## config.mk

```make
export PLATFORM = sky130hd
export DESIGN_NAME = lpc_classifier
export DESIGN_NICKNAME = d
export VERILOG_FILES = /design/src/hdl/lpc_pkg.sv /design/src/hdl/lpc_range_check.sv /design/src/hdl/lpc_classifier.sv
export VERILOG_INCLUDE_DIRS = /design/src /design/src/hdl
export SDC_FILE = /design/constraint.sdc
export NUM_CORES = 1
export LEC_CHECK = 0
export BUFFER_PORTS_ARGS = -buffer_cell sky130_fd_sc_hd__buf_2
export CAP_MARGIN = 20
export CORE_ASPECT_RATIO = 2
export CORE_MARGIN = 2
export CORE_UTILIZATION = 45
export DETAILED_ROUTE_END_ITERATION = 10
export GPL_TIMING_DRIVEN = 0
export SETUP_SLACK_MARGIN = 0.4
export SLEW_MARGIN = 25
export SYNTH_ARGS = -nofsm -noshare
export SYNTH_HDL_FRONTEND = slang
export SYNTH_SLANG_ARGS = --single-unit
```

## constraint.sdc

```tcl
create_clock -name clk_sys -period 7.4 [get_ports clk_sys]
set_input_delay 0.37 -clock clk_sys [delete_from_list [all_inputs] [get_ports clk_sys]]
set_output_delay 0.37 -clock clk_sys [all_outputs]
set_load 0.005 [all_outputs]
```

## src/hdl/lpc_defs.svh

```systemverilog
// Register offsets, field positions and reset values of the L4 classifier
`ifndef LPC_DEFS_SVH
`define LPC_DEFS_SVH

`define LPC_ADDR_W          12
`define LPC_ADDR_PORT_BASE  12'h570
`define LPC_ADDR_PRI_BASE   12'h590
`define LPC_ADDR_PRI_PAIR3  12'h593
`define LPC_ADDR_PRI_EN     12'h594
`define LPC_ADDR_DISC_EN    12'h595
`define LPC_ADDR_FLOOR_LO   12'h5a0
`define LPC_ADDR_FLOOR_HI   12'h5a1
`define LPC_ADDR_CEIL_LO    12'h5a2
`define LPC_ADDR_CEIL_HI    12'h5a3
`define LPC_ADDR_CLASS      12'h5a4

`define LPC_CLASS_DROP_BIT  0
`define LPC_CLASS_TX_LSB    1
`define LPC_CLASS_TX_MSB    3
`define LPC_CLASS_MODE_LSB  6
`define LPC_CLASS_MODE_MSB  7

`define LPC_NIB_DROP_BIT    0
`define LPC_NIB_TX_LSB      1
`define LPC_NIB_TX_MSB      3

`define LPC_RST_BYTE        8'h00

`endif

```

## src/hdl/lpc_pkg.sv

```systemverilog
// Types shared by the L4 logical port classifier
package lpc_pkg;
    typedef logic [2:0] lpc_pri_t;
    typedef logic [7:0] lpc_byte_t;
    typedef logic [15:0] lpc_port_t;
    typedef enum logic [1:0] {
        LPC_RANGE_NONE = 2'b00,
        LPC_RANGE_EXCL = 2'b01,
        LPC_RANGE_INCL = 2'b10,
        LPC_RANGE_BAD  = 2'b11
    } lpc_range_mode_e;
endpackage

```

## src/hdl/lpc_range_check.sv

```systemverilog
// Range comparison of one logical port number against floor and ceiling
`timescale 1ns/1ps
module lpc_range_check #(
    parameter int W = 16
) (
    input  wire logic [W-1:0] portVal,
    input  wire logic [W-1:0] floorVal,
    input  wire logic [W-1:0] ceilVal,
    input  wire logic         rangeOn,
    output logic              inclHit,
    output logic              exclHit
);
    // Strict bounds inside, inclusive bounds outside, so the two never overlap
    assign inclHit = rangeOn && (portVal > floorVal) && (portVal < ceilVal);
    assign exclHit = rangeOn
                  && ((portVal <= floorVal) || (portVal >= ceilVal));
endmodule

```

## src/hdl/lpc_classifier.sv

```systemverilog
// L4 logical port classifier: custom ports, range and CPU registers
//
// Behaviour
// - Pair-3 register: port 6 low, 7 high nibble
// - Priority-enable bit n applies port n priority
// - Discard-enable bit n discards port n matches
// - Range floor from low and high bytes
// - Range ceiling from low and high bytes
// - Class register: drop bit0, transmit bits 3:1
// - Mode bits 7:6: none, exclusive, inclusive, invalid
// - Exclusive match: x<=floor or x>=ceiling
// - Inclusive match: floor<x<ceiling, gets range priority unless a priority-enabled custom port matches
// - Custom port number from low/high byte pair
// - Range disabled when ceiling <= floor
`timescale 1ns/1ps
`include "lpc_defs.svh"
module lpc_classifier #(
    parameter int NUM_PORTS = 8
) (
    input  wire logic                    clk_sys,
    input  wire logic                    srst,
    input  wire logic                    ce,
    input  wire logic [`LPC_ADDR_W-1:0]  regAddr,
    input  wire lpc_pkg::lpc_byte_t      regWrData,
    input  wire logic                    regWr,
    input  wire logic                    regRd,
    output lpc_pkg::lpc_byte_t           regRdData,
    output logic                         regRdValid,
    input  wire logic                    frmValid,
    input  wire logic                    frmIsIp,
    input  wire logic                    frmIsTcpUdp,
    input  wire lpc_pkg::lpc_port_t      frmSrcPort,
    input  wire lpc_pkg::lpc_port_t      frmDstPort,
    input  wire lpc_pkg::lpc_pri_t       frmTxPri,
    input  wire logic                    frmDropPri,
    input  wire logic                    frmDiscard,
    output logic                         clsValid,
    output lpc_pkg::lpc_pri_t            clsTxPri,
    output logic                         clsDropPri,
    output logic                         clsDiscard,
    output logic                         clsHitUser,
    output logic                         clsHitRange
);
    import lpc_pkg::*;

    localparam int NUM_PAIRS = NUM_PORTS / 2;

    lpc_byte_t       portLow  [NUM_PORTS];
    lpc_byte_t       portHigh [NUM_PORTS];
    lpc_byte_t       priPair  [NUM_PAIRS];
    logic [NUM_PORTS-1:0] priEn;
    logic [NUM_PORTS-1:0] discEn;
    lpc_byte_t       floorLo;
    lpc_byte_t       floorHi;
    lpc_byte_t       ceilLo;
    lpc_byte_t       ceilHi;
    lpc_pri_t        rangeTx;
    logic            rangeDrop;
    lpc_range_mode_e rangeMode;

    function automatic logic [`LPC_ADDR_W-1:0] port_addr(input int idx,
                                                         input logic hi);
        port_addr = `LPC_ADDR_PORT_BASE + `LPC_ADDR_W'(2 * idx)
                    + {{(`LPC_ADDR_W-1){1'b0}}, hi};
    endfunction

    function automatic logic [`LPC_ADDR_W-1:0] pri_addr(input int idx);
        pri_addr = `LPC_ADDR_PRI_BASE + `LPC_ADDR_W'(idx);
    endfunction

    // Register write decode
    logic [NUM_PORTS-1:0] wrLow;
    logic [NUM_PORTS-1:0] wrHigh;
    logic [NUM_PAIRS-1:0] wrPri;
    logic [NUM_PORTS-1:0] portEq;
    logic [3:0]           portNib [NUM_PORTS];
    lpc_port_t            customPort [NUM_PORTS];

    for (genvar g = 0; g < NUM_PORTS; g++) begin : g_port
        assign wrLow[g]      = regWr && (regAddr == port_addr(g, 1'b0));
        assign wrHigh[g]     = regWr && (regAddr == port_addr(g, 1'b1));
        assign customPort[g] = {portHigh[g], portLow[g]};
        assign portEq[g]     = (customPort[g] == frmSrcPort)
                             || (customPort[g] == frmDstPort);
        // Even port in the low nibble, odd port in the high nibble
        assign portNib[g]    = priPair[g/2][4*(g%2) +: 4];
    end
    for (genvar p = 0; p < NUM_PAIRS; p++) begin : g_pair
        assign wrPri[p] = regWr && (regAddr == pri_addr(p));
    end

    wire wrPriEn   = regWr && (regAddr == `LPC_ADDR_PRI_EN);
    wire wrDiscEn  = regWr && (regAddr == `LPC_ADDR_DISC_EN);
    wire wrFloorLo = regWr && (regAddr == `LPC_ADDR_FLOOR_LO);
    wire wrFloorHi = regWr && (regAddr == `LPC_ADDR_FLOOR_HI);
    wire wrCeilLo  = regWr && (regAddr == `LPC_ADDR_CEIL_LO);
    wire wrCeilHi  = regWr && (regAddr == `LPC_ADDR_CEIL_HI);
    wire wrClass   = regWr && (regAddr == `LPC_ADDR_CLASS);

    always_ff @(posedge clk_sys) begin
        if (srst) begin
            for (int i = 0; i < NUM_PORTS; i++) begin
                portLow[i]  <= `LPC_RST_BYTE;
                portHigh[i] <= `LPC_RST_BYTE;
            end
            for (int i = 0; i < NUM_PAIRS; i++) begin
                priPair[i] <= `LPC_RST_BYTE;
            end
        end else if (ce) begin
            for (int i = 0; i < NUM_PORTS; i++) begin
                if (wrLow[i]) portLow[i] <= regWrData;
                if (wrHigh[i]) portHigh[i] <= regWrData;
            end
            for (int i = 0; i < NUM_PAIRS; i++) begin
                if (wrPri[i]) priPair[i] <= regWrData;
            end
        end
    end

    always_ff @(posedge clk_sys) begin
        if (srst) begin
            priEn     <= '0;
            discEn    <= '0;
            floorLo   <= `LPC_RST_BYTE;
            floorHi   <= `LPC_RST_BYTE;
            ceilLo    <= `LPC_RST_BYTE;
            ceilHi    <= `LPC_RST_BYTE;
            rangeTx   <= '0;
            rangeDrop <= 1'b0;
            rangeMode <= LPC_RANGE_NONE;
        end else if (ce) begin
            if (wrPriEn) priEn <= regWrData[NUM_PORTS-1:0];
            if (wrDiscEn) discEn <= regWrData[NUM_PORTS-1:0];
            if (wrFloorLo) floorLo <= regWrData;
            if (wrFloorHi) floorHi <= regWrData;
            if (wrCeilLo) ceilLo <= regWrData;
            if (wrCeilHi) ceilHi <= regWrData;
            if (wrClass) begin
                rangeDrop <= regWrData[`LPC_CLASS_DROP_BIT];
                rangeTx   <= regWrData[`LPC_CLASS_TX_MSB:`LPC_CLASS_TX_LSB];
                rangeMode <= lpc_range_mode_e'(
                    regWrData[`LPC_CLASS_MODE_MSB:`LPC_CLASS_MODE_LSB]);
            end
        end
    end

    // Read-back; reserved class bits and unmapped addresses read zero
    lpc_byte_t rdMux;
    always_comb begin
        rdMux = '0;
        for (int i = 0; i < NUM_PORTS; i++) begin
            if (regAddr == port_addr(i, 1'b0)) rdMux = portLow[i];
            if (regAddr == port_addr(i, 1'b1)) rdMux = portHigh[i];
        end
        for (int i = 0; i < NUM_PAIRS; i++) begin
            if (regAddr == pri_addr(i)) rdMux = priPair[i];
        end
        case (regAddr)
            `LPC_ADDR_PRI_EN:   rdMux = 8'(priEn);
            `LPC_ADDR_DISC_EN:  rdMux = 8'(discEn);
            `LPC_ADDR_FLOOR_LO: rdMux = floorLo;
            `LPC_ADDR_FLOOR_HI: rdMux = floorHi;
            `LPC_ADDR_CEIL_LO:  rdMux = ceilLo;
            `LPC_ADDR_CEIL_HI:  rdMux = ceilHi;
            `LPC_ADDR_CLASS:    rdMux = {rangeMode, 2'b00, rangeTx, rangeDrop};
            default:            ;
        endcase
    end

    // Classification
    wire lpc_port_t floorVal = {floorHi, floorLo};
    wire lpc_port_t ceilVal  = {ceilHi, ceilLo};
    wire rangeOn   = ceilVal > floorVal;
    wire inclMode  = rangeMode == LPC_RANGE_INCL;
    wire exclMode  = rangeMode == LPC_RANGE_EXCL;
    wire classify  = frmIsIp && frmIsTcpUdp;

    logic inclSrc;
    logic inclDst;
    logic exclSrc;
    logic exclDst;

    lpc_range_check #(.W(16)) u_rng_src (
        .portVal  (frmSrcPort),
        .floorVal (floorVal),
        .ceilVal  (ceilVal),
        .rangeOn  (rangeOn),
        .inclHit  (inclSrc),
        .exclHit  (exclSrc)
    );
    lpc_range_check #(.W(16)) u_rng_dst (
        .portVal  (frmDstPort),
        .floorVal (floorVal),
        .ceilVal  (ceilVal),
        .rangeOn  (rangeOn),
        .inclHit  (inclDst),
        .exclHit  (exclDst)
    );

    // A frame is inside the range if either port is; outside only if both are
    wire rangeIncl = inclMode && (inclSrc || inclDst);
    wire rangeExcl = exclMode && exclSrc && exclDst;

    // Lowest-numbered enabled matching port supplies the priority
    logic       userPriHit;
    logic [3:0] userNib;
    always_comb begin
        userPriHit = 1'b0;
        userNib    = '0;
        for (int i = NUM_PORTS - 1; i >= 0; i--) begin
            if (portEq[i] && priEn[i]) begin
                userPriHit = 1'b1;
                userNib    = portNib[i];
            end
        end
    end
    wire userDisc = |(portEq & discEn);

    wire lpc_pri_t next_txPri =
        !classify  ? frmTxPri :
        userPriHit ? userNib[`LPC_NIB_TX_MSB:`LPC_NIB_TX_LSB] :
        rangeIncl  ? rangeTx : frmTxPri;
    wire next_dropPri =
        !classify  ? frmDropPri :
        userPriHit ? userNib[`LPC_NIB_DROP_BIT] :
        rangeIncl  ? rangeDrop : frmDropPri;
    // Exclusive range filters: frames outside the window are dropped
    wire next_discard  = frmDiscard
                       || (classify && (userDisc || rangeExcl));
    wire next_hitUser  = frmValid && classify && (|portEq);
    wire next_hitRange = frmValid && classify && (rangeIncl || rangeExcl);

    always_ff @(posedge clk_sys) begin
        if (srst) begin
            clsValid    <= 1'b0;
            clsTxPri    <= '0;
            clsDropPri  <= 1'b0;
            clsDiscard  <= 1'b0;
            clsHitUser  <= 1'b0;
            clsHitRange <= 1'b0;
            regRdData   <= '0;
            regRdValid  <= 1'b0;
        end else if (ce) begin
            clsValid    <= frmValid;
            clsTxPri    <= next_txPri;
            clsDropPri  <= next_dropPri;
            clsDiscard  <= next_discard;
            clsHitUser  <= next_hitUser;
            clsHitRange <= next_hitRange;
            regRdData   <= regRd ? rdMux : '0;
            regRdValid  <= regRd;
        end
    end
endmodule

```

# == Yosys cells after proc, flatten, opt, wreduce, memory -nomap -nowiden ==
# Memories as Yosys holds them, arrays and structs flattened.
# Cells that the tools add are included.
# word_totals
reg_bits,71
wordCells,313
output_inout_bits,17
mem_bits_rw,160
mem_count,3
# classes
n_reduce_logical,72
n_eq_ne,45
mux,146
magnitude_cmp,9
bitwise,21
# mem_list
memory,depth,width,rd,rd_ports_with_merged_regs,wr,line_no,rtl
portHigh,8,8,8,0,8,lpc_classifier.sv:49,lpc_byte_t portHigh [NUM_PORTS];
portLow,8,8,8,0,8,lpc_classifier.sv:48,lpc_byte_t portLow [NUM_PORTS];
priPair,4,8,4,0,4,lpc_classifier.sv:50,lpc_byte_t priPair [NUM_PAIRS];
# ops
operator,count
$mux 8,41
$eq 12x11->1 const B,27
$eq 16x16->1,16
$mux 1,93
$pmux 8 s7,1
$logic_and 1x1->1,49
$gt 16x16->1,3
$ge 16x16->1,2
$le 16x16->1,2
$lt 16x16->1,2
$mux 4,8
$or 1x1->1,20
$reduce_or 8->1,2
$logic_or 1x1->1,14
$reduce_and 2->1,7
$mux 3,3
$and 8x8->8,1
$eq 2x1->1 const B,1
$eq 2x2->1 const B,1

# == Depth between registers and ports, before layout ==
# Gate-level depths: netlist (run 1).
# logic_depth
ltp_word,23
ltp_mapped,12

# == Cells and area by module ==
# Synthesis (run 1) repeated with hierarchy kept, for this count alone.
# hier_totals
hier_cells,1696
area_unflattened_um2,15945.3
# by_module_without_submodules
mod,cells_per_inst,area_each_um2,instances,seq_area_each_um2
lpc_classifier,1462,14286.2,1,6226.0
lpc_range_check,117,829.5,2,0.0

# == Least setup slack after synthesis (run 1) ==
# OpenSTA, ideal clock, no wires.
# synth_path
path_type,input to register
from,input frmDstPort[4]
to,register clsTxPri[2]
setup_ns,0.074
cell_stages,9
required_ns,7.326
arrival_ns,2.337
path_slack_ns,4.989
cell_sequence,buf_4 > xor2_1 > nor4_1 > nand4_1 > a21boi_1 > mux2_2 > o21a_1 > a2111o_1 > a31oi_1
# synth_between
elab_chain_cells,13
elab_cells_between_ends,49
# synth_lines
element,line_no,rtl
"start, declared",lpc_classifier.sv:33,"input wire lpc_pkg::lpc_port_t frmDstPort,"
$eq 16x16->1,lpc_classifier.sv:84,|| (customPort[g] == frmDstPort);
$logic_or 1x1->1,lpc_classifier.sv:84,
$logic_and 1x1->1,lpc_classifier.sv:211,if (portEq[i] && priEn[i]) begin
$mux 4 / $mux 1 (equally long branches) (8 in a row),lpc_classifier.sv:211,
$mux 3 *,lpc_classifier.sv:221,userPriHit ? userNib[`LPC_NIB_TX_MSB:`LPC_NIB_TX_LSB] :
$mux 3 *,lpc_classifier.sv:220,!classify ? frmTxPri :
"end signal, assigned",lpc_classifier.sv:245,clsTxPri <= next_txPri;
"end, declared",lpc_classifier.sv:38,"output lpc_pkg::lpc_pri_t clsTxPri,"
# Mark *: on every way between the ends. The rest lies on a longest branch, timed or not.
# A chain may end at the register's enable or synchronous reset.

# == Worst setup path after layout (run 1) ==
# layout_path
from,register floorLo[5]
to,register clsDiscard
# layout_between
elab_chain_cells,8
elab_cells_between_ends,12
# layout_lines
element,line_no,rtl
"start, declared",lpc_classifier.sv:53,lpc_byte_t floorLo;
"start signal, assigned",lpc_classifier.sv:124,floorLo <= `LPC_RST_BYTE;
"start signal, assigned",lpc_classifier.sv:134,if (wrFloorLo) floorLo <= regWrData;
$le 16x16->1,lpc_range_check.sv:16,&& ((portVal <= floorVal) || (portVal >= ceilVal));
$logic_or 1x1->1,lpc_range_check.sv:16,
$logic_and 1x1->1,lpc_range_check.sv:16,
$logic_and 1x1->1,lpc_classifier.sv:202,wire rangeExcl = exclMode && exclSrc && exclDst;
$logic_and 1x1->1 *,lpc_classifier.sv:202,
$logic_or 1x1->1 *,lpc_classifier.sv:229,|| (classify && (userDisc || rangeExcl));
$logic_and 1x1->1 *,lpc_classifier.sv:229,
$logic_or 1x1->1 *,lpc_classifier.sv:229,
"end signal, assigned",lpc_classifier.sv:247,clsDiscard <= next_discard;
"end, declared",lpc_classifier.sv:40,"output logic clsDiscard,"
# Marked as above.

==> results of run 1 <==
critical path, cell delays in order (launching register included):
cell and delay [ps]:
dfxtp_1 460, inv_1 180, ha_1 340, nand4_1 160
nor4_1 90, a2111oi_0 450, nand3_1 170, a211oi_1 950
nor4_1 230, o21ai_0 230, a311oi_1 110
layer usage:
layer | vias up | global-route usage [%] | wire (µm)
met1 | 7102 | 43.06 | 24850
li1 | 6281 | - | -
met3 | 382 | 7.064 | 5287
met4 | 2 | 39.39 | 9563
met2 | 849 | 68.17 | 36550
met5 | - | 0 | 13
power by group:
part	internal, mW	switching, mW	total, mW
Clock	0.666	0.514	1.18
Sequential	1.44	0.0932	1.53
Combinational	0.166	0.312	0.478
kinds of logic after synthesis:
kind of cell	synth area share, %
simple gates	18.41
flops	38.84
fa+ha+maj	6.245
xor+xnor	14.03
compound gates	12.15
mux	5.214
buf+inv	5.113
worst max-delay path by stage:
stage | end | slack, ps | cells after the start
2_1_floorplan | clsTxPri[2] | 4990 | 9
3_3_place_gp | clsTxPri[1] | 3630 | 10
3_5_place_dp | portLow[1][27] | 3810 | 7
4_1_cts | clsTxPri[1] | 4050 | 11
5_1_grt | clsTxPri[1] | 3830 | 11
6_report | clsDiscard | 3860 | 10
cell usage after synthesis (all sizes together), types with 12 or more instances:
cell type	n	area share (%)
nor2	194	4.6
xor2	192	11
edfxtp	160	30
nand2	135	3.2
a21oi	87	2.7
ha	80	6.2
dfxtp	71	8.9
xnor2	64	3.5
nor4	62	2.6
inv	59	1.4
buf	58	2.6
o21ai	56	1.7
nand4	53	2.1
nand3	51	1.6
clkbuf	48	1.1
mux2i	34	2.1
nand2b	30	1.2
mux4	19	2.7
a211oi	13	0.61
a21o	13	0.61
a22oi	12	0.56
a31oi	12	0.47
nor3	12	0.44
layout make-up:
type / instances / area (µm²) / area share, %
well taps: 445 / 556.8 / 3.142
repair buffers: 76 / 382.9 / 2.160
diodes: 1 / 2.502 / 0.01412
multi-input cells: 1280 / 9002 / 50.79
plain buffers: 106 / 603.1 / 3.403
flip-flops and latches: 231 / 6226 / 35.13
inverters: 59 / 221.5 / 1.250
clock inverters: 10 / 100.1 / 0.5648
clock buffers: 29 / 628.1 / 3.544
registers in the layout (all words and copies together) (netlist names), 2 cells and up:
signal	cells
portHigh	64
portLow	64
priPair	32
ceilHi	8
ceilLo	8
discEn	8
floorHi	8
floorLo	8
priEn	8
regRdData	8
clsTxPri	3
rangeTx	3
rangeMode	2
per-stage QoR:
step	hold WS, ps	area [µm²]	setup WS [ps]	std cells	util (%)
4_1_cts	71.70	17720	4050	2236	50.52
2_1_floorplan	446.3	16030	4989	1676	-
5_1_grt	109.5	17720	3834	2236	50.52
6_report	81.17	17720	3858	2237	50.53
3_5_place_dp	456.7	16990	3810	2197	48.44
3_3_place_gp	457.0	16960	3626	2196	48.36
==> impl_metrics.toml, run 1 <==
[finish]
drive_above_1_share_pct = 12.51
syn_to_final_growth_pct = 10.57
fin_nets = 1922
final_common_cell = "nor2_1"
mostFrequentLayoutCells = "nor2_1, xor2_1, edfxtp_1"
fillers = 3339

[die]
start_util_pct = 45.70
die_x_um = 137.5
die_area_mm2 = 0.03724
coreArea_mm2 = 0.03507
chipHeight_um = 270.9
num_io_pins = 82
rows = 97

[cts]
clock_path_buffers = 3
root_buffer = "clkbuf_16"
clkSinkCount = 231
worstSkewPairLatency_ps = 550
cts_made_buffers = 23
clk_pin_slew_ps = 70
post_cts_buffers = 0
tritoncts = "done"
cts_resized = 0
hold_buffers = 0
cts_htree_levels = 1

[synthesis]
synthFlopType = "edfxtp_1"
synthArstFlopShare_pct = 0
synthDistinctLibCells = 85
seq_area_frac_synth_pct = 38.84
synthCells = 1676
synthesis.area_mm2 = 0.01603
syn_nets = 1821
ys_ff_latch = 231
synth_edf_count = 160
synth_warnings = 0
avgSynthCellArea_um2 = 9.564

[setup_path]
r2r_end = "clsDiscard"
cp-startpoint = "floorLo[5]"
cp-start-kind = "register"
cp.arrival_ps = 3930
reg2reg_slack_ps = 3860
worst-setup-path-type = "reg2reg"
crit_path_end_kind = "register"
cp_max_fo = 3
required_ps = 7780
worstRegToRegCells = 10
r2r_start = "floorLo[5]"

[power_and_ir_drop]
p_per_area_mw_per_mm2 = 179.9
p_total_mw = 3.188
leakage_nw = 6.400
vdd_drop_max_v = 0.0002144

[worst_hold_path]
min_from = "frmDiscard"
hold_end = "clsDiscard"
min_path_cells = 3
hold_path.class = "in2reg"

[timing]
slew_violations = 0
fin_crit_sh_pct = 47.87
fmax_ghz = 0.2823
max_slew_margin_pct = 20.58
setup_violations = 0
skew_ps = 17.49
hold_viol = 0
tightest_slew_ps = 1184
period_needed_ps = 3542
rsz0062_at_grt = "false"
setup-tns-final_ps = 0

[route]
num_vias = 14620
dr.pass1.iters = 6
via_per_inst = 6.534
post-route-drc-count = 0
drt_wl_total_mm = 76.27
drt-wirelength-per-cell_um = 34.09
antenna_left = 0
drt_iter0_markers = 1445

[global_route]
grt_util_all_layers_pct = 41.32
grt_max_degree = 16
grt_overflow = 0
antenna_found_initial = 2
grt_pass1_vias = 14550
grt_pass1_wl_mm = 106.1

[outcome]
outcome = "finished clean"

[place]
portBuffers = 75
place.gp.congestion = 1.056
hpwl_mm = 59.76

[flow_run]
maxCapViolations = 0
No activity file was read; power rests on OpenSTA's default activity.
==> run 2, diff against run 1 <==
--- a/config.mk
+++ b/config.mk
@@ -6,6 +6,7 @@
 export SDC_FILE = /design/constraint.sdc
 export NUM_CORES = 1
 export LEC_CHECK = 0
+export ABC_AREA = 1
 export BUFFER_PORTS_ARGS = -buffer_cell sky130_fd_sc_hd__buf_2
 export CAP_MARGIN = 20
 export CORE_ASPECT_RATIO = 2
==> constraint.sdc (replaced) <==
create_clock -name clk_sys -period 2.9 [get_ports clk_sys]
set_input_delay 0.145 -clock clk_sys [delete_from_list [all_inputs] [get_ports clk_sys]]
set_output_delay 0.145 -clock clk_sys [all_outputs]
set_load 0.005 [all_outputs]
==> run 2 against run 1 <==
- utilization up 2.5 points
- final area rose by 6.5%
- non-clock buffer count rose by 22
- die area is 0.53% higher
- clock power grew to 2.7 times the previous value
- register-to-register slack lost 3500 ps
- sequential cell count did not move
- critical endpoint is now clsDropPri
- largest cell class unchanged
==> impl_metrics.toml, run 2 <==
[outcome]
outcome = "finished clean"

[synthesis]
avgSynthCellArea_um2 = 7.689
ys_ff_latch = 231
synthesis.area_mm2 = 0.01612
synth_top_cell_by_area = "edfxtp_1"
seq_area_frac_synth_pct = 38.63
synth_warnings = 0
synthDistinctLibCells = 48
yosysTopAreaCellShare_pct = 29.81
yosysMostFrequentCell = "nand2_1"
synthArstFlopShare_pct = 0
syn_nets = 2241
synthFlopType = "edfxtp_1"
synth_edf_count = 160
yosys-top-cells-count = "nand2_1, nor2_1, inv_1"
synthTopCellsByArea = "edfxtp_1, nand2_1, dfxtp_1"
synthCells = 2096

[finish]
antennaDiodeCount = 0
drive_above_1_share_pct = 16.64
fin_util_pct = 53.06
fillers = 3538
mostFrequentLayoutCells = "nand2_1, nor2_1, inv_1"
final_common_cell = "nand2_1"
syn_to_final_growth_pct = 17.08
final_area_mm2 = 0.01887
fin_nets = 2405
top_regs = "portHigh: 64 flops, portLow: 64 flops, priPair: 32 flops"

[timing]
setup_violations = 0
rsz0062_at_grt = "true"
hold_viol = 0
slew_violations = 0
max_slew_margin_pct = 25.10
period_needed_ps = 2592
skew_ps = 18.85
fin_crit_sh_pct = 89.37
tightest_slew_ps = 1123
fmax_ghz = 0.3858
fin_hold_ws_ps = 20.13

[setup_path]
reg2reg_slack_ps = 310
cp_top_family = "simple AND/OR/NAND/NOR gates"
cp_slowest_cell = "edfxtp_1"
worstRegToRegCells = 14
r2r_start = "portHigh[0][5]"
worst-path-buf-inv = 1
cpPeakStageDelay_ps = 510
r2r_end = "clsDropPri"
cp-start-kind = "register"
worst-setup-path-type = "reg2reg"
cp_common_cell = "nand2_1"
cp.arrival_ps = 3080
cp_cell_sequence = "inv_1, nand2_1, a21oi_1, nand3_1, nor3_1, a22o_4, nand2_8, nand4_4, nor2_4, nor2_1, nand2_2, nand2_1, nand2_1, a21oi_2"
cp_max_fo = 9
required_ps = 3390
crit_path_end_kind = "register"

[worst_hold_path]
min_path_cells = 3
min_from = "regWrData[3]"
hold_end = "ceilLo[3]"
hold_path.class = "in2reg"

[cts]
cts_made_buffers = 23
clk_pin_slew_ps = 80
worstSkewPairLatency_ps = 550
clkSinkCount = 231
cts_htree_levels = 1
root_buffer = "clkbuf_16"
clock_path_buffers = 3
tritoncts = "done"

[route]
dr.pass1.iters = 5
via_per_inst = 5.881
drt-wirelength-per-cell_um = 27.86
drt_iter0_markers = 1102
num_vias = 16040
antenna_left = 0
post-route-drc-count = 0
drt_wl_total_mm = 75.96

[place]
postPlaceCellArea_mm2 = 0.01708
hpwl_mm = 60.07
portBuffers = 79
place.gp.congestion = 1.062

[global_route]
use_met3_pct = 9.617
grt_max_degree = 17
grtUsageMet1_pct = 36.51
grt_use_met2_pct = 71.29
antenna_found_initial = 2
grt_pass1_vias = 15980
grt_util_all_layers_pct = 41.13
grt_pass1_wl_mm = 106.7
grt_overflow = 0
busiest_layer = "met2"

[flow_run]
maxCapViolations = 0

[die]
die_x_um = 137.8
rows = 98
chipHeight_um = 271.6
die_area_mm2 = 0.03743
start_util_pct = 45.32
num_io_pins = 82
coreArea_mm2 = 0.03556

[power_and_ir_drop]
p_per_area_mw_per_mm2 = 437.6
p_total_mw = 8.257
leakage_nw = 7.462
vdd_drop_max_v = 0.0005011
[run 2: cell count changes in the layout (fill, tap and decap cells not counted), moves of 33 or more]
cell     previous run  this run
nor4_1             56         6
inv_1              58       218
xor2_1            191        32
xnor2_1            64       144
nand3_1            50        83
nand2_1           135       395
nor2_1            193       294
a21oi_1            86       140
nand4_1            53        91
mux2i_1            34         0
[run 2: cell type report]
cell class | count | area [µm²] | area share (%)
Buffer | 66 | 392.9 | 2.082
Clock buffer | 26 | 628.1 | 3.329
Clock inverter | 16 | 142.6 | 0.7560
Inverter | 251 | 960.9 | 5.093
Multi-Input combinational cell | 1549 | 9047 | 47.95
Sequential cell | 231 | 6236 | 33.05
Tap cell | 450 | 563.0 | 2.984
Timing Repair Buffer | 138 | 897.1 | 4.755
[run 2: kinds of logic (layout without fill, tap and decap cells)]
| family | Yosys count | in the layout | share of synthesized area (%) |
|---|---|---|---|
| simple gates | 1013 | 1014 | 27.59 |
| buf+inv | 317 | 497 | 8.238 |
| compound gates | 278 | 278 | 9.705 |
| flops | 231 | 231 | 38.63 |
| xor+xnor | 177 | 177 | 9.620 |
| fa+ha+maj | 80 | 80 | 6.211 |
[run 2: how the worst max path moves through the flow]
stage | from | end | slack [ps] | depth (start not counted)
after global routing | portHigh[0][5] | clsTxPri[2] | 220 | 14
after floorplan | regAddr[7] | portHigh[1][24] | 670 | 8
final | portHigh[0][5] | clsDropPri | 310 | 14
after detailed placement | regAddr[9] | regRdData[0] | -290 | 20
after CTS | floorLo[1] | clsTxPri[1] | 390 | 19
after global placement | ce | portHigh[1][7] | -340 | 7
[run 2: stage by stage]
stage | setup slack (ps) | TNS, ps | instances
3_5_place_dp | -294.7 | -16200 | 2625
3_3_place_gp | -339.5 | -20680 | 2625
2_1_floorplan | 670.0 | 0 | 2096
5_1_grt | 215.5 | 0 | 2727
6_report | 308.2 | 0 | 2727
4_1_cts | 392.2 | 0 | 2706
[run 2: power by group]
part	total [mW]	switching (mW)	internal [mW]
Sequential	3.85	0.190	3.66
Clock	3.17	1.49	1.69
Combinational	1.23	0.789	0.443
Total	8.26	2.47	5.79
[run 2: tightest hold or removal path, cell delays in order]
cell      delay, ps
buf_2           190
nor2_1          130
a211oi_1         50
[run 2: timing repair]
| item | CTS | global route |
|---|---|---|
| pin swaps | 18 | 30 |
| setup endpoints to repair | 73 | 38 |
| gates resized for setup | 61 | 77 |
| setup buffers | 22 | 19 |
| endpoints found under the hold margin | 26 | 0 |
| hold buffers | 17 | 0 |
| gates cloned | 0 | 1 |
[run 2: routing by layer]
metal  routed length (µm)  vias up
li1                     -     7298
met1                22500     7542
met2                38510      814
met3                 4892      381
met4                10040        2
met5                   13        -
==> run 3, diff against run 2 <==
--- a/config.mk
+++ b/config.mk
@@ -9,11 +9,14 @@
 export ABC_AREA = 1
 export BUFFER_PORTS_ARGS = -buffer_cell sky130_fd_sc_hd__buf_2
 export CAP_MARGIN = 20
+export CELL_PAD_IN_SITES_DETAIL_PLACEMENT = 2
+export CELL_PAD_IN_SITES_GLOBAL_PLACEMENT = 2
 export CORE_ASPECT_RATIO = 2
 export CORE_MARGIN = 2
-export CORE_UTILIZATION = 45
+export CORE_UTILIZATION = 34
 export DETAILED_ROUTE_END_ITERATION = 10
 export GPL_TIMING_DRIVEN = 0
+export PLACE_DENSITY_LB_ADDON = 0.1
 export SETUP_SLACK_MARGIN = 0.4
 export SLEW_MARGIN = 25
 export SYNTH_ARGS = -nofsm -noshare
==> run 3 against run 2 <==
- the run now ends with negative hold slack left
- non-clock buffer count shrank 9
- die area grew 32%
- final area grew 0.96%
- combinational power grew 4%
- wire length grew 19%
- fmax shrank 6.8%
- critical path type unchanged
==> impl_metrics.toml, run 3 (synthesis gave the netlist of run 2 again) <==
[finish]
fin_nets = 2399
drive_above_1_share_pct = 15.72
seqCellArea_mm2 = 0.006232
multi_input_area_mm2 = 0.009002
syn_to_final_growth_pct = 18.20
instances_no_fill = 2900
final_common_cell = "nand2_1"
final_area_mm2 = 0.01905
top_regs = "portHigh: 64 flops, portLow: 64 flops, priPair: 32 flops"
fillers = 5564
mostFrequentLayoutCells = "nand2_1, nor2_1, inv_1"

[setup_path]
cp_common_cell = "nand2_1"
cpPeakStageDelay_ps = 490
cp-start-kind = "register"
cp_slowest_cell = "edfxtp_1"
required_ps = 3400
cp_cell_sequence = "xor2_1, a21oi_1, nand2_2, nor2_1, nand4_1, buf_4, nand2_2, nand2_2, nand2_1, nor2_1, nand3_1, nand2_1, nand2_1, nand2_1, nand2_1, nand2_2, nand3_1, nand2_1, a21oi_2"
worst-setup-path-type = "reg2reg"
cp_max_fo = 8
cp_top_family = "simple AND/OR/NAND/NOR gates"
crit_path_end_kind = "register"
worst-path-buf-inv = 1
cp.arrival_ps = 3280

[route]
drt_iter0_markers = 847
post-route-drc-count = 0
drt_wl_total_mm = 90.26
dr.pass1.iters = 5
drt-wirelength-per-cell_um = 31.12
num_vias = 16530
antenna_left = 0
via_per_inst = 5.700

[cts]
cts_made_buffers = 25
clock_path_buffers = 3
clkSinkCount = 231
clk_pin_slew_ps = 70
worstSkewPairLatency_ps = 560
root_buffer = "clkbuf_16"
tritoncts = "done"
cts_htree_levels = 1

[timing]
max_slew_margin_pct = 24.31
skew_ps = 18.84
setup-tns-final_ps = 0
slew_violations = 0
setup_slack_ps = 120.0
fin_hold_ws_ps = -1.399
period_needed_ps = 2780
fmax_ghz = 0.3597
setup_violations = 0
fin_crit_sh_pct = 95.86
rsz0062_at_grt = "true"
hold_viol = 1
tightest_slew_ps = 1135

[die]
coreArea_mm2 = 0.04680
chipHeight_um = 311.9
rows = 112
num_io_pins = 82
start_util_pct = 34.43
die_x_um = 157.9
die_area_mm2 = 0.04926

[global_route]
antenna_found_initial = 2
grt_pass1_wl_mm = 126.4
grt_overflow = 0
grt_util_all_layers_pct = 36.97
grt_pass1_vias = 18350
grt_max_degree = 16

[power_and_ir_drop]
p_sw_share_pct = 29.64
power_frac_comb_pct = 15.0
vdd_drop_max_v = 0.0004533
leakage_nw = 7.438
internal_power_mw = 6.002
p_per_area_mw_per_mm2 = 447.8
pwr-share-seq_pct = 45.4
pwr-share-clk_pct = 39.6
p_total_mw = 8.529
p_sw_mw = 2.528

[outcome]
outcome = "complete, but fails checks"
violations = "negative hold slack"

[flow_run]
maxCapViolations = 0

[place]
pre_cts_ws_ps = -579.0
portBuffers = 79
postPlaceCellArea_mm2 = 0.01731
dp.cells = 2802
hpwl_mm = 72.39
place.gp.congestion = 1.064

[worst_hold_path]
hold_path.class = "in2reg"
[run 3: metrics by stage]
stage	utilization (%)	hold WS, ps
finish	40.70	-1.399
global route	40.69	13.84
CTS	39.95	1.588
detailed placement	36.98	415.2
global placement	36.95	412.5
floorplan	-	244.0
[run 3: path summary, 6_finish.rpt]
check	startpoint	to	slack, ps	cells past startpoint
setup / recovery	portLow[0][28]	clsTxPri[2]	120	19
hold / removal	frmTxPri[1]	clsTxPri[1]	-1	5
setup reg to reg	portLow[0][28]	clsTxPri[2]	120	19
hold reg to reg	regRdData[2]	regRdData[2]	470	2
[run 3: metal layers]
metal	part of all wire (%)	wire length, µm	track usage, %
met5	0	0	0
met3	3.6	3253	6.313
met4	13	11870	37.88
met2	53	48230	68.73
met1	30	26910	30.86
[run 3: timing repair]
action / in CTS / in global routing
setup endpoints to repair: 75 / 100
setup buffers: 20 / 12
endpoints found under the hold margin: 26 / 0
pin swaps: 9 / 21
gates resized for setup: 59 / 67
gates cloned: 1 / 1
hold buffers: 18 / 0
[run 3: layout make-up]
class                   count  area share (%)
inverters                 251           5.005
clock inverters            15          0.8802
well taps                 627           4.118
diodes                      2         0.02627
flip-flops and latches    231           32.72
plain buffers              66           2.128
multi-input cells        1550           47.26
clock buffers              29           3.475
repair buffers            129           4.388
[run 3: worst reg2reg max path, cell delays in order, from the launching register on]
cell	delay, ps
edfxtp_1	490
xor2_1	210
a21oi_1	260
nand2_2	220
nor2_1	150
nand4_1	110
buf_4	190
nand2_2	90
nand2_2	160
nand2_1	120
nor2_1	50
nand3_1	90
nand2_1	100
nand2_1	70
nand2_1	50
nand2_1	60
nand2_2	70
nand3_1	80
nand2_1	70
a21oi_2	110
[run 3: power groups by stage]
stage	registers (mW)	clock network, mW	logic [mW]
3_5_place_dp	3.95	0	1.16
4_1_cts	3.87	3.41	1.23
5_1_grt	3.88	3.51	1.36
2_1_floorplan	3.83	0	0.679
6_report	3.88	3.38	1.28
3_3_place_gp	3.94	0	1.10
